===== config.mk =====
export PLATFORM = sky130hd
export DESIGN_NAME = isc_regs
export DESIGN_NICKNAME = d
export VERILOG_FILES = /design/src/isc_pkg.sv /design/src/isc_regs.sv
export VERILOG_INCLUDE_DIRS = /design/src
export SDC_FILE = /design/constraint.sdc
export NUM_CORES = 1
export LEC_CHECK = 0
export BUFFER_PORTS_ARGS = -buffer_cell sky130_fd_sc_hd__clkbuf_2
export CORE_MARGIN = 3
export CORE_UTILIZATION = 55
export CTS_CLUSTER_DIAMETER = 60
export DETAILED_ROUTE_END_ITERATION = 8
export GPL_TIMING_DRIVEN = 0
export PLACE_DENSITY_LB_ADDON = 0.12
export SETUP_SLACK_MARGIN = 0.1
export SYNTH_ARGS = -nofsm -noshare
export SYNTH_HDL_FRONTEND = slang
export SYNTH_SLANG_ARGS = --single-unit

===== constraint.sdc =====
create_clock -name CLK_I -period 4.8 [get_ports CLK_I]
set_input_delay 0.72 -clock CLK_I [delete_from_list [all_inputs] [get_ports CLK_I]]
set_output_delay 0.72 -clock CLK_I [all_outputs]
set_load 0.01 [all_outputs]

===== src/isc_cfg.svh =====
// Register offsets, field positions, reset values and counts for the
// identification and sync clock-control register bank.
// Assumes a serial port with one direction bit, a 15-bit address and bytes.
//
// Operation
// RL1 - The part-family code register always reads back one fixed 16-bit code.
// RL2 - The maker code register at offset 0xC always reads one fixed code.
// RL3 - With the address-freeze bit set, streaming keeps the same address.
// RL4 - With the address-freeze bit clear (reset), streaming steps the address.
// RL5 - The direction bit set (default) counts up per byte, clear counts down.
// RL6 - Bit 5 of clock control A turns the sync receiver on, off after reset.
// RL7 - Bit 6 of clock control A lets sync events be acted on, off at reset.
// RL8 - Software turns the receiver on before it turns the processor on.
// RL9 - Bit 4 of clock control A selects the finer sync window delay steps.
// RL10 - Software picks fine steps at high clock rates with several windows.
// RL11 - Bits 3 to 0 of clock control A choose the sync capture delay.
// RL12 - Software picks the delay from the reported sync edge position.
// RL13 - Software leaves the delay at zero when auto calibration is used.
// RL14 - Bit 0 of clock control B inverts the sync reference for alignment.
// RL15 - Sync timestamp bit 3 and the timestamp enable put sync on the LSB.
// RL16 - Writes to either identification register change nothing.
`ifndef ISC_CFG_SVH
`define ISC_CFG_SVH

`define ISC_ADDR_CFG_A 15'h0000
`define ISC_ADDR_PART_LO 15'h0004
`define ISC_ADDR_PART_HI 15'h0005
`define ISC_ADDR_MAKER_LO 15'h000C
`define ISC_ADDR_MAKER_HI 15'h000D
`define ISC_ADDR_USR 15'h0010
`define ISC_ADDR_CKA 15'h0029
`define ISC_ADDR_CKB 15'h002A

`define ISC_BIT_ASCEND 5
`define ISC_BIT_SDO_ACT 4
`define ISC_BIT_HOLD 0
`define ISC_BIT_PROC 6
`define ISC_BIT_RECV 5
`define ISC_BIT_FINE 4
`define ISC_SEL_HI 3
`define ISC_SEL_LO 0
`define ISC_BIT_TS 3
`define ISC_BIT_SCDC 2
`define ISC_BIT_SIDC 1
`define ISC_BIT_INV 0

`define ISC_RST_ASCEND 1'b1
`define ISC_RST_USR 8'h00
`define ISC_RST_CKA 8'h00
`define ISC_RST_CKB 8'h00

`define ISC_HDR_LAST 4'hF
`define ISC_BYTE_LAST 3'h7
`define ISC_STEP 15'h0001

`endif


===== src/isc_pkg.sv =====
// Types shared by the identification and sync clock-control bank.
// Assumes the constants header is included by the design file.
package isc_pkg;

  typedef enum logic [0:0] {
    ISC_HEAD,
    ISC_DATA
  } isc_state_type;

  typedef struct packed {
    logic recv_on;
    logic proc_on;
    logic fine_scale;
    logic [3:0] delay_sel;
    logic pol_invert;
    logic timestamp_on;
    logic sample_clock_dc;
    logic sync_input_dc;
  } isc_ctrl_type;

endpackage


===== src/isc_regs.sv =====
// Serial-configured register bank: identification, user serial config
// and the first two clock-control registers, with the sync front logic.
// Assumes serial pins and the sync reference arrive asynchronously and are
// far slower than CLK_I; the timestamp enable comes from the same clock.
`timescale 1ns/1ns
`default_nettype none
`include "isc_cfg.svh"

module isc_regs #(
  parameter logic [15:0] PART_CODE = 16'h5A3C, // Arbitrary value.
  parameter logic [15:0] MAKER_CODE = 16'h00A5 // Arbitrary value.
) (
  input wire logic CLK_I,
  input wire logic RST_B_I,
  input wire logic CE_I,
  input wire logic CS_B_I,
  input wire logic SCLK_I,
  input wire logic SDI_I,
  input wire logic SYNC_REF_I,
  input wire logic TIMESTAMP_ON_I,
  output logic SDO_O,
  output isc_pkg::isc_ctrl_type SYNC_CTRL_O,
  output logic SYNC_ALIGN_O,
  output logic SYNC_EVENT_O,
  output logic LSB_MARK_O
);

  // ==========================================================
  // Pin synchronisers
  // ==========================================================
  logic cs_s1, cs_s2, sclk_s1, sclk_s2, sclk_q, sdi_s1, sdi_s2;
  logic sref_s1, sref_s2;

  // Two stages on every pin; the second stage feeds the logic, and SCLK has a third flop for edge detection.
  always_ff @(posedge CLK_I)
  begin
    if (!RST_B_I)
    begin
      cs_s1 <= 1'b1;
      cs_s2 <= 1'b1;
      sclk_s1 <= 1'b0;
      sclk_s2 <= 1'b0;
      sclk_q <= 1'b0;
      sdi_s1 <= 1'b0;
      sdi_s2 <= 1'b0;
      sref_s1 <= 1'b0;
      sref_s2 <= 1'b0;
    end
    else if (CE_I)
    begin
      cs_s1 <= CS_B_I;
      cs_s2 <= cs_s1;
      sclk_s1 <= SCLK_I;
      sclk_s2 <= sclk_s1;
      sclk_q <= sclk_s2;
      sdi_s1 <= SDI_I;
      sdi_s2 <= sdi_s1;
      sref_s1 <= SYNC_REF_I;
      sref_s2 <= sref_s1;
    end
  end

  // ==========================================================
  // Serial framing
  // ==========================================================
  isc_pkg::isc_state_type state;
  logic [3:0] hdr_cnt;
  logic [2:0] bit_cnt;
  logic [15:0] hdr;
  logic [7:0] rx;
  logic [7:0] tx;
  logic [14:0] addr;
  logic is_read;
  logic ascend;
  logic [7:0] usr;
  logic [7:0] cka;
  logic [7:0] ckb;
  logic align_q;

  // Edges come from the synchronised clock, so SCLK must stay well below
  // a quarter of CLK_I; a faster host would lose bits.
  wire sel = ~cs_s2;
  wire sclk_rise = sclk_s2 & ~sclk_q;
  wire sclk_fall = ~sclk_s2 & sclk_q;
  wire [15:0] hdr_next = {hdr[14:0], sdi_s2};
  wire [7:0] rx_next = {rx[6:0], sdi_s2};
  wire head_done = CE_I & sel & sclk_rise & (state == isc_pkg::ISC_HEAD)
                   & (hdr_cnt == `ISC_HDR_LAST);
  wire byte_done = CE_I & sel & sclk_rise & (state == isc_pkg::ISC_DATA)
                   & (bit_cnt == `ISC_BYTE_LAST);
  wire wr_en = byte_done & ~is_read;
  wire hold = usr[`ISC_BIT_HOLD];

  // Freeze, count up or count down after each byte of a stream.
  wire [14:0] addr_up = addr + `ISC_STEP; // RL5
  wire [14:0] addr_dn = addr - `ISC_STEP; // RL5
  wire [14:0] step_addr = hold ? addr : // RL3
                          (ascend ? addr_up : addr_dn); // RL4

  // Read decode, used for the first byte and for every streamed byte.
  function automatic logic [7:0] read_byte(input logic [14:0] a,
                                           input logic asc,
                                           input logic [7:0] u,
                                           input logic [7:0] ca,
                                           input logic [7:0] cb);
    logic [7:0] cfg;
    cfg = 8'h00;
    cfg[`ISC_BIT_ASCEND] = asc;
    cfg[`ISC_BIT_SDO_ACT] = 1'b1;
    unique case (a)
      `ISC_ADDR_CFG_A: read_byte = cfg;
      `ISC_ADDR_PART_LO: read_byte = PART_CODE[7:0]; // RL1
      `ISC_ADDR_PART_HI: read_byte = PART_CODE[15:8]; // RL1
      `ISC_ADDR_MAKER_LO: read_byte = MAKER_CODE[7:0]; // RL2
      `ISC_ADDR_MAKER_HI: read_byte = MAKER_CODE[15:8]; // RL2
      `ISC_ADDR_USR: read_byte = u;
      `ISC_ADDR_CKA: read_byte = ca;
      `ISC_ADDR_CKB: read_byte = cb;
      default: read_byte = 8'h00;
    endcase
  endfunction

  wire [7:0] first_byte = read_byte(hdr_next[14:0], ascend, usr, cka, ckb);
  wire [7:0] next_byte = read_byte(step_addr, ascend, usr, cka, ckb);

  // Header of direction and address, then bytes until chip select rises.
  always_ff @(posedge CLK_I)
  begin
    if (!RST_B_I)
    begin
      state <= isc_pkg::ISC_HEAD;
      hdr_cnt <= 4'h0;
      bit_cnt <= 3'h0;
      hdr <= 16'h0000;
      rx <= 8'h00;
      tx <= 8'h00;
      addr <= 15'h0000;
      is_read <= 1'b0;
      SDO_O <= 1'b0;
    end
    else if (CE_I)
    begin
      if (!sel)
      begin
        state <= isc_pkg::ISC_HEAD;
        hdr_cnt <= 4'h0;
        bit_cnt <= 3'h0;
        SDO_O <= 1'b0;
      end
      else if (head_done)
      begin
        state <= isc_pkg::ISC_DATA;
        is_read <= hdr_next[15];
        addr <= hdr_next[14:0];
        tx <= first_byte;
        bit_cnt <= 3'h0;
      end
      else if (byte_done)
      begin
        addr <= step_addr; // RL3 RL4
        tx <= next_byte;
        bit_cnt <= 3'h0;
      end
      else if (sclk_rise)
      begin
        unique case (state)
          isc_pkg::ISC_HEAD:
          begin
            hdr <= hdr_next;
            hdr_cnt <= hdr_cnt + 4'h1;
          end
          isc_pkg::ISC_DATA:
          begin
            rx <= rx_next;
            bit_cnt <= bit_cnt + 3'h1;
          end
        endcase
      end
      else if (sclk_fall && state == isc_pkg::ISC_DATA && is_read)
      begin
        SDO_O <= tx[7];
        tx <= {tx[6:0], 1'b0};
      end
    end
  end

  // ==========================================================
  // Register file
  // ==========================================================
  // Identification offsets have no storage, so a write there is dropped.
  always_ff @(posedge CLK_I)
  begin
    if (!RST_B_I)
    begin
      ascend <= `ISC_RST_ASCEND;
      usr <= `ISC_RST_USR;
      cka <= `ISC_RST_CKA; // RL6 RL7
      ckb <= `ISC_RST_CKB;
    end
    else if (wr_en)
    begin
      unique case (addr)
        `ISC_ADDR_CFG_A: ascend <= rx_next[`ISC_BIT_ASCEND];
        `ISC_ADDR_USR: usr <= rx_next;
        `ISC_ADDR_CKA: cka <= rx_next; // RL6 RL7 RL9 RL11
        `ISC_ADDR_CKB: ckb <= rx_next;
        default: ; // RL16
      endcase
    end
  end

  // Control fields go out straight from the register flops.
  assign SYNC_CTRL_O.recv_on = cka[`ISC_BIT_RECV]; // RL6
  assign SYNC_CTRL_O.proc_on = cka[`ISC_BIT_PROC]; // RL7
  assign SYNC_CTRL_O.fine_scale = cka[`ISC_BIT_FINE]; // RL9
  assign SYNC_CTRL_O.delay_sel = cka[`ISC_SEL_HI:`ISC_SEL_LO]; // RL11
  assign SYNC_CTRL_O.pol_invert = ckb[`ISC_BIT_INV]; // RL14
  assign SYNC_CTRL_O.timestamp_on = ckb[`ISC_BIT_TS]; // RL15
  assign SYNC_CTRL_O.sample_clock_dc = ckb[`ISC_BIT_SCDC];
  assign SYNC_CTRL_O.sync_input_dc = ckb[`ISC_BIT_SIDC];

  // ==========================================================
  // Sync reference front
  // ==========================================================
  // The event pulse needs both enables, so a processor turned on before
  // the receiver sees an event when the receiver comes on with the aligned sync high.
  wire align_now = cka[`ISC_BIT_RECV]
                   & (sref_s2 ^ ckb[`ISC_BIT_INV]); // RL6 RL14
  wire event_now = align_now & ~align_q & cka[`ISC_BIT_PROC]; // RL7 RL8
  wire mark_now = sref_s2 & ckb[`ISC_BIT_TS] & TIMESTAMP_ON_I; // RL15

  // Registered so that every output leaves from a flop.
  always_ff @(posedge CLK_I)
  begin
    if (!RST_B_I)
    begin
      align_q <= 1'b0;
      SYNC_ALIGN_O <= 1'b0;
      SYNC_EVENT_O <= 1'b0;
      LSB_MARK_O <= 1'b0;
    end
    else if (CE_I)
    begin
      align_q <= align_now;
      SYNC_ALIGN_O <= align_now;
      SYNC_EVENT_O <= event_now;
      LSB_MARK_O <= mark_now;
    end
  end
endmodule

`default_nettype wire


== After elaboration in Yosys (flattened, before gate mapping) ==
Cells that the tools add are included.

* Logic and storage cells: 126
* Output and inout bits: 15
* Flip-flop bits (word level): 92
* Input bits: 8

* Equality and inequality tests: 22
* Muxes and demuxes: 27
* Reductions and logical operators: 25
* Bitwise logic cells: 23
* $add $sub $neg: 4

{| class="wikitable"
|+ Operator list
! cell !! count
|-
| 8-bit case mux with 7 select lines || 2
|-
| 15-bit by 6-bit == test with 1-bit output (second input constant) || 6
|-
| 15-bit by 3-bit == test with 1-bit output (second input constant) || 4
|-
| 15-bit 2-to-1 mux || 4
|-
| 15-bit by 5-bit == test with 1-bit output (second input constant) || 3
|-
| 15-bit zero test || 3
|-
| 8-bit 2-to-1 mux || 4
|-
| 15-bit by 4-bit == test with 1-bit output (second input constant) || 2
|-
| 4-bit 2-to-1 mux || 5
|-
| 15-bit by 1-bit adder with 15-bit output (second input constant) || 1
|-
| 3-bit 2-to-1 mux || 5
|-
| 15-bit by 1-bit subtractor with 15-bit output (second input constant) || 1
|-
| 1-bit bitwise AND || 14
|-
| 6-bit AND reduction || 2
|-
| 2-bit AND reduction || 5
|-
| 5-bit AND reduction || 2
|-
| 3-bit AND reduction || 3
|-
| 2-bit inequality test (second input constant) || 4
|-
| 1-bit NOT || 8
|-
| 2-bit nonzero test || 4
|-
| 4-bit nonzero test || 2
|-
| 1-bit 2-to-1 mux || 7
|-
| 4-bit by 1-bit adder with 4-bit output (second input constant) || 1
|-
| 4-bit == test (second input constant) || 1
|-
| 7 further kinds || 8
|}

== Logic depth before layout (Yosys ltp) ==
* Depth after elaboration: 9
* Depth in mapped cells: 12

== Least setup slack after synthesis ==
Ideal clock, no wire load.

* Path kind: flip-flop to flip-flop
* From: register ascend
* To: register tx[5]
* Path slack: 1.634 ns
* Period minus slack after synthesis: 3.166 ns
* Data arrival time: 3.087 ns
* Path buffers: 1
* Data required time: 4.721 ns
* Stages on the path, launching flop included: 12
* Library setup time: 0.079 ns
* Path through: dfxtp_1 -> clkbuf_1 -> inv_1 -> fa_1 -> a211oi_4 -> o21ai_1 -> a2111oi_2 -> or3_1 -> o2111ai_1 -> a221oi_4 -> nand3_2 -> a211oi_2

* Cells in the longest elaborated chain, start to end: 6

{| class="wikitable"
|+ RTL lines
! item !! line !! RTL
|-
| from (decl) || isc_regs.sv:74 || <nowiki>logic ascend;</nowiki>
|-
| from (signal assigned) || isc_regs.sv:195 || <nowiki>ascend <= `ISC_RST_ASCEND;</nowiki>
|-
| from (signal assigned) || isc_regs.sv:203 || <nowiki>`ISC_ADDR_CFG_A: ascend <= rx_next[`ISC_BIT_ASCEND];</nowiki>
|-
| 15-bit 2-to-1 mux || isc_regs.sv:98 || <nowiki>(ascend ? addr_up : addr_dn);</nowiki>
|-
| 15-bit 2-to-1 mux || isc_regs.sv:97 || <nowiki>wire [14:0] step_addr = hold ? addr :</nowiki>
|-
| 15-bit by 6-bit == test with 1-bit output, or another cell as far along || isc_regs.sv:110 || <nowiki>unique case (a)</nowiki>
|-
| 8-bit case mux with 7 select lines || isc_regs.sv:110 ||
|-
| 8-bit 2-to-1 mux || isc_regs.sv:158 || <nowiki>else if (byte_done)</nowiki>
|-
| 8-bit 2-to-1 mux (*) || isc_regs.sv:150 || <nowiki>else if (head_done)</nowiki>
|-
| to (signal assigned) || isc_regs.sv:155 || <nowiki>tx <= first_byte;</nowiki>
|-
| to (signal assigned) || isc_regs.sv:161 || <nowiki>tx <= next_byte;</nowiki>
|-
| to (signal assigned) || isc_regs.sv:182 || <nowiki>tx <= {tx[6:0], 1'b0};</nowiki>
|-
| to (decl) || isc_regs.sv:71 || <nowiki>logic [7:0] tx;</nowiki>
|}

Mark *: on every way between the ends. The rest lies on a longest branch, timed or not.
A chain may end at the register's enable or synchronous reset.

== Final worst setup path ==
* From: register ascend
* To: register tx[6]

* Cells in the longest elaborated chain, start to end: 6

{| class="wikitable"
|+ RTL lines
! item !! line
|-
| 15-bit 2-to-1 mux (*) || isc_regs.sv:98
|-
| 15-bit 2-to-1 mux (*) || isc_regs.sv:97
|-
| 15-bit by 6-bit == test with 1-bit output, or another cell as far along || isc_regs.sv:110
|-
| 8-bit case mux with 7 select lines (*) || isc_regs.sv:110
|-
| 8-bit 2-to-1 mux (*) || isc_regs.sv:158
|-
| 8-bit 2-to-1 mux (*) || isc_regs.sv:150
|}

Marked as above.

==> out/qor.yml <==
synth_top_area_share_pct: 31.9
cts.repair.resized: 0
setup_slack_ns: 0.726
grt_first_pass_wirelength_um: 25700
synth_warnings: 0
num_rows: 36
setup_violations: 0
viasPerCell: 6.27
power_density_mw_per_mm2: 218
synth_area_leader_cell: "dfxtp_1"
holdWs_ns: 0.464
r2r_cells: 11
hp-start: "hdr[14]"
placed_area_mm2: 0.00606
cap_violations: 0
postCtsSetupBuffers: 0
dieArea_mm2: 0.0118
dpl_worst_slack_ns: 0.821
required_ns: 5.08
crit_chain: "clkbuf_1 -> inv_1 -> fa_1 -> a211oi_4 -> o21ai_1 -> a2111oi_2 -> or3_1 -> o2111ai_1 -> a221oi_4 -> a31oi_1 -> nor3_1"
vias: 5448
overflow: 0
design.core.area_mm2: 0.0100
synth_fa_ha_area_share_pct: 3.81
grt_max_degree: 18
ys_top_cells_by_area: "dfxtp_1 (32%), mux2i_1 (8.3%), nand2_1 (4.7%)"
routed_wl_um: 15900
fin_nets: 757
clock_sinks: 92
power_leakage_nw: 2.45
fp.dieW_um: 109
rsz0062_at_grt: "no"
hold_violations: 0
dp_cells: 854
synth_seq_area_share_pct: 31.9
busiest_layer: "met2"
synth_xor_xnor_area_share_pct: 1.97
synthArstFlopShare_pct: 0
cts_buffers: 9
root_buffer: "clkbuf_8"
use_met1_pct: 36.8
synth_top_family_by_area: "simple AND/OR/NAND/NOR gates"
arrival_ns: 4.35
start_util_pct: 57.8
period_share_pct: 84.9
finalInstanceArea_mm2: 0.00626
cp-startpoint: "ascend"
route.antenna.remaining_nets: 0
synth_edf_count: 0
clkLatencyLatePin_ns: 0.36
period_minus_slack_ns: 4.07
cp-start-kind: "register"
ctsHoldBuffers: 0
instances_no_fill: 869
rrSetupSlack_ns: 0.73
holdPathEnd: "is_read"
max-vdd-ir-drop_mv: 0.277
r2r_end: "tx[6]"
cts.path.max_buffers: 2
synth_cell_type_count: 81
grt_pass1_vias: 5096
area_growth_pct: 8.33
fmax_mhz: 245
gp_congestion: 0.986
fp.dieH_um: 109
wire_per_inst_um: 18.3
io_pins: 23
avgSynthCellArea_um2: 8.27
drt-pass1-iter-count: 7
gr-usage-met3_pct: 3.76
cts_tree: "done"
slowest_delay_ns: 0.59
relSlewSlack_pct: 28.4
dp_hpwl_um: 11800
path_clk_slew_ns: 0.09
fin_skew_ns: 0.00564
synth_flop_cell: "dfxtp_1"
endpoint_kind: "register"
syn_inst: 699
drive_above_1_share_pct: 9.92
drc: 0
status: "finished, final reports clean"
r2r_start: "ascend"
hold_depth: 2
synthSimpleGateAreaFrac_pct: 25.6
syn-cell-area_mm2: 0.00578
grt_use_met2_pct: 45.5
io_buffers: 22
drtIter0Drc: 619
synth_compound_area_share_pct: 22.9
antenna_found_initial: 0
min-delay-path-class: "register to register"
cp_max_fo: 17
utilization_pct: 62.6
mappedNetlistNets: 724
cp_slowest_cell: "fa_1"
htree_levels: 3
ys_ff_latch: 92
synthMuxAreaShare_pct: 8.90
power.total_mw: 1.36
path_class: "register to register"
tightest_slew_ns: 1.07
drv_slew: 0
globalRouteTotalUtil_pct: 27.3
setup-tns-final_ns: 0
antenna-diode-count: 0
==> cell usage after synthesis (4+ instances only) <==
| cell | instances |
|---|---|
| nand2_1 | 73 |
| o21a_1 | 4 |
| o31a_1 | 4 |
| and4_1 | 4 |
| clkbuf_1 | 32 |
| nor2_1 | 60 |
| buf_2 | 5 |
| xor2_1 | 4 |
| buf_4 | 11 |
| nor3b_1 | 5 |
| and2_1 | 8 |
| a311oi_1 | 4 |
| o22ai_1 | 5 |
| nor3_1 | 19 |
| nand2b_1 | 6 |
| and3_1 | 8 |
| o21ai_0 | 26 |
| nand4_1 | 8 |
| a211o_1 | 4 |
| dfxtp_1 | 92 |
| ha_1 | 16 |
| nand3_1 | 19 |
| o211ai_1 | 7 |
| nor4_1 | 6 |
| a21oi_1 | 34 |
| inv_1 | 12 |
| xnor2_1 | 9 |
| nor2b_1 | 36 |
| a21boi_0 | 18 |
| a22oi_1 | 8 |
| o211a_1 | 4 |
| a222oi_1 | 5 |
| nand3b_1 | 6 |
| or3_1 | 5 |
| a211oi_1 | 11 |
| mux2i_1 | 48 |
| a31oi_1 | 5 |
==> cell type report <==
cell class                 instances  area [um^2]
inverter                          13         48.8
fill                             896         3740
tap                              133          166
multi-input combinational        543         3650
clock buffer                      10          128
clock inverter                     5         77.6
buffer                            51          239
timing repair buffer              22          110
sequential                        92         1840
==> power by group <==
part | total (mW) | internal (mW) | switching [mW] | leakage (nW)
combinational | 0.0426 | 0.0163 | 0.0264 | 1.61
sequential | 0.769 | 0.766 | 0.00285 | 0.742
clock | 0.552 | 0.289 | 0.263 | 0.102
==> sequential cells by signal (all words and copies together) (netlist names), 3 cells and up <==
register / count
addr: 15
hdr: 15
rx: 7
tx: 8
usr: 8
cka: 8
bit_cnt: 3
hdr_cnt: 4
ckb: 8
==> routing by layer <==
layer,share of wire (%),up-vias
met4,1.5,0
met1,45,2593
met2,47,204
li1,-,2627
met3,6.2,24
met5,0,-
==> worst max-delay path: cells and delay by family (launching register included) <==
family / cells / cell delay (ns)
buffers and inverters: 2 / 0.78
AO/OA/AOI/OAI: 6 / 1.89
flip-flops: 1 / 0.31
adder cells (fa/ha/maj): 1 / 0.59
AND/OR/NAND/NOR: 2 / 0.40
==> logic make-up after synthesis <==
logic type	Yosys count
flip-flops	92
AND/OR/NAND/NOR	283
XOR/XNOR	13
AO/OA/AOI/OAI	179
adder cells (fa/ha/maj)	17
multiplexers	51
buffers and inverters	64
==> placed cells by master, fill, tap and decap left out, types with 6 or more instances in the layout <==
| cell type | count |
|---|---|
| nand2_1 | 73 |
| mux2i_1 | 48 |
| xnor2_1 | 9 |
| o211ai_1 | 7 |
| inv_1 | 12 |
| clkbuf_8 | 9 |
| a22oi_1 | 8 |
| nand3_1 | 19 |
| nor4_1 | 6 |
| and3_1 | 8 |
| nor2b_1 | 36 |
| a21oi_1 | 34 |
| nand3b_1 | 6 |
| nand4_1 | 8 |
| nor2_1 | 60 |
| a211oi_1 | 11 |
| clkbuf_2 | 22 |
| ha_1 | 16 |
| clkbuf_1 | 33 |
| and2_1 | 8 |
| dfxtp_1 | 92 |
| buf_4 | 11 |
| a21boi_0 | 18 |
| o21ai_0 | 26 |
| nor3_1 | 19 |
| nand2b_1 | 6 |
==> how the worst max path moves through the flow <==
stage | depth (start not counted) | to
5_1_grt | 11 | tx[6]
2_1_floorplan | 11 | tx[5]
4_1_cts | 11 | tx[6]
3_5_place_dp | 11 | tx[6]
6_report | 11 | tx[6]
3_3_place_gp | 11 | tx[7]
Power figures use the tool's default switching activity.
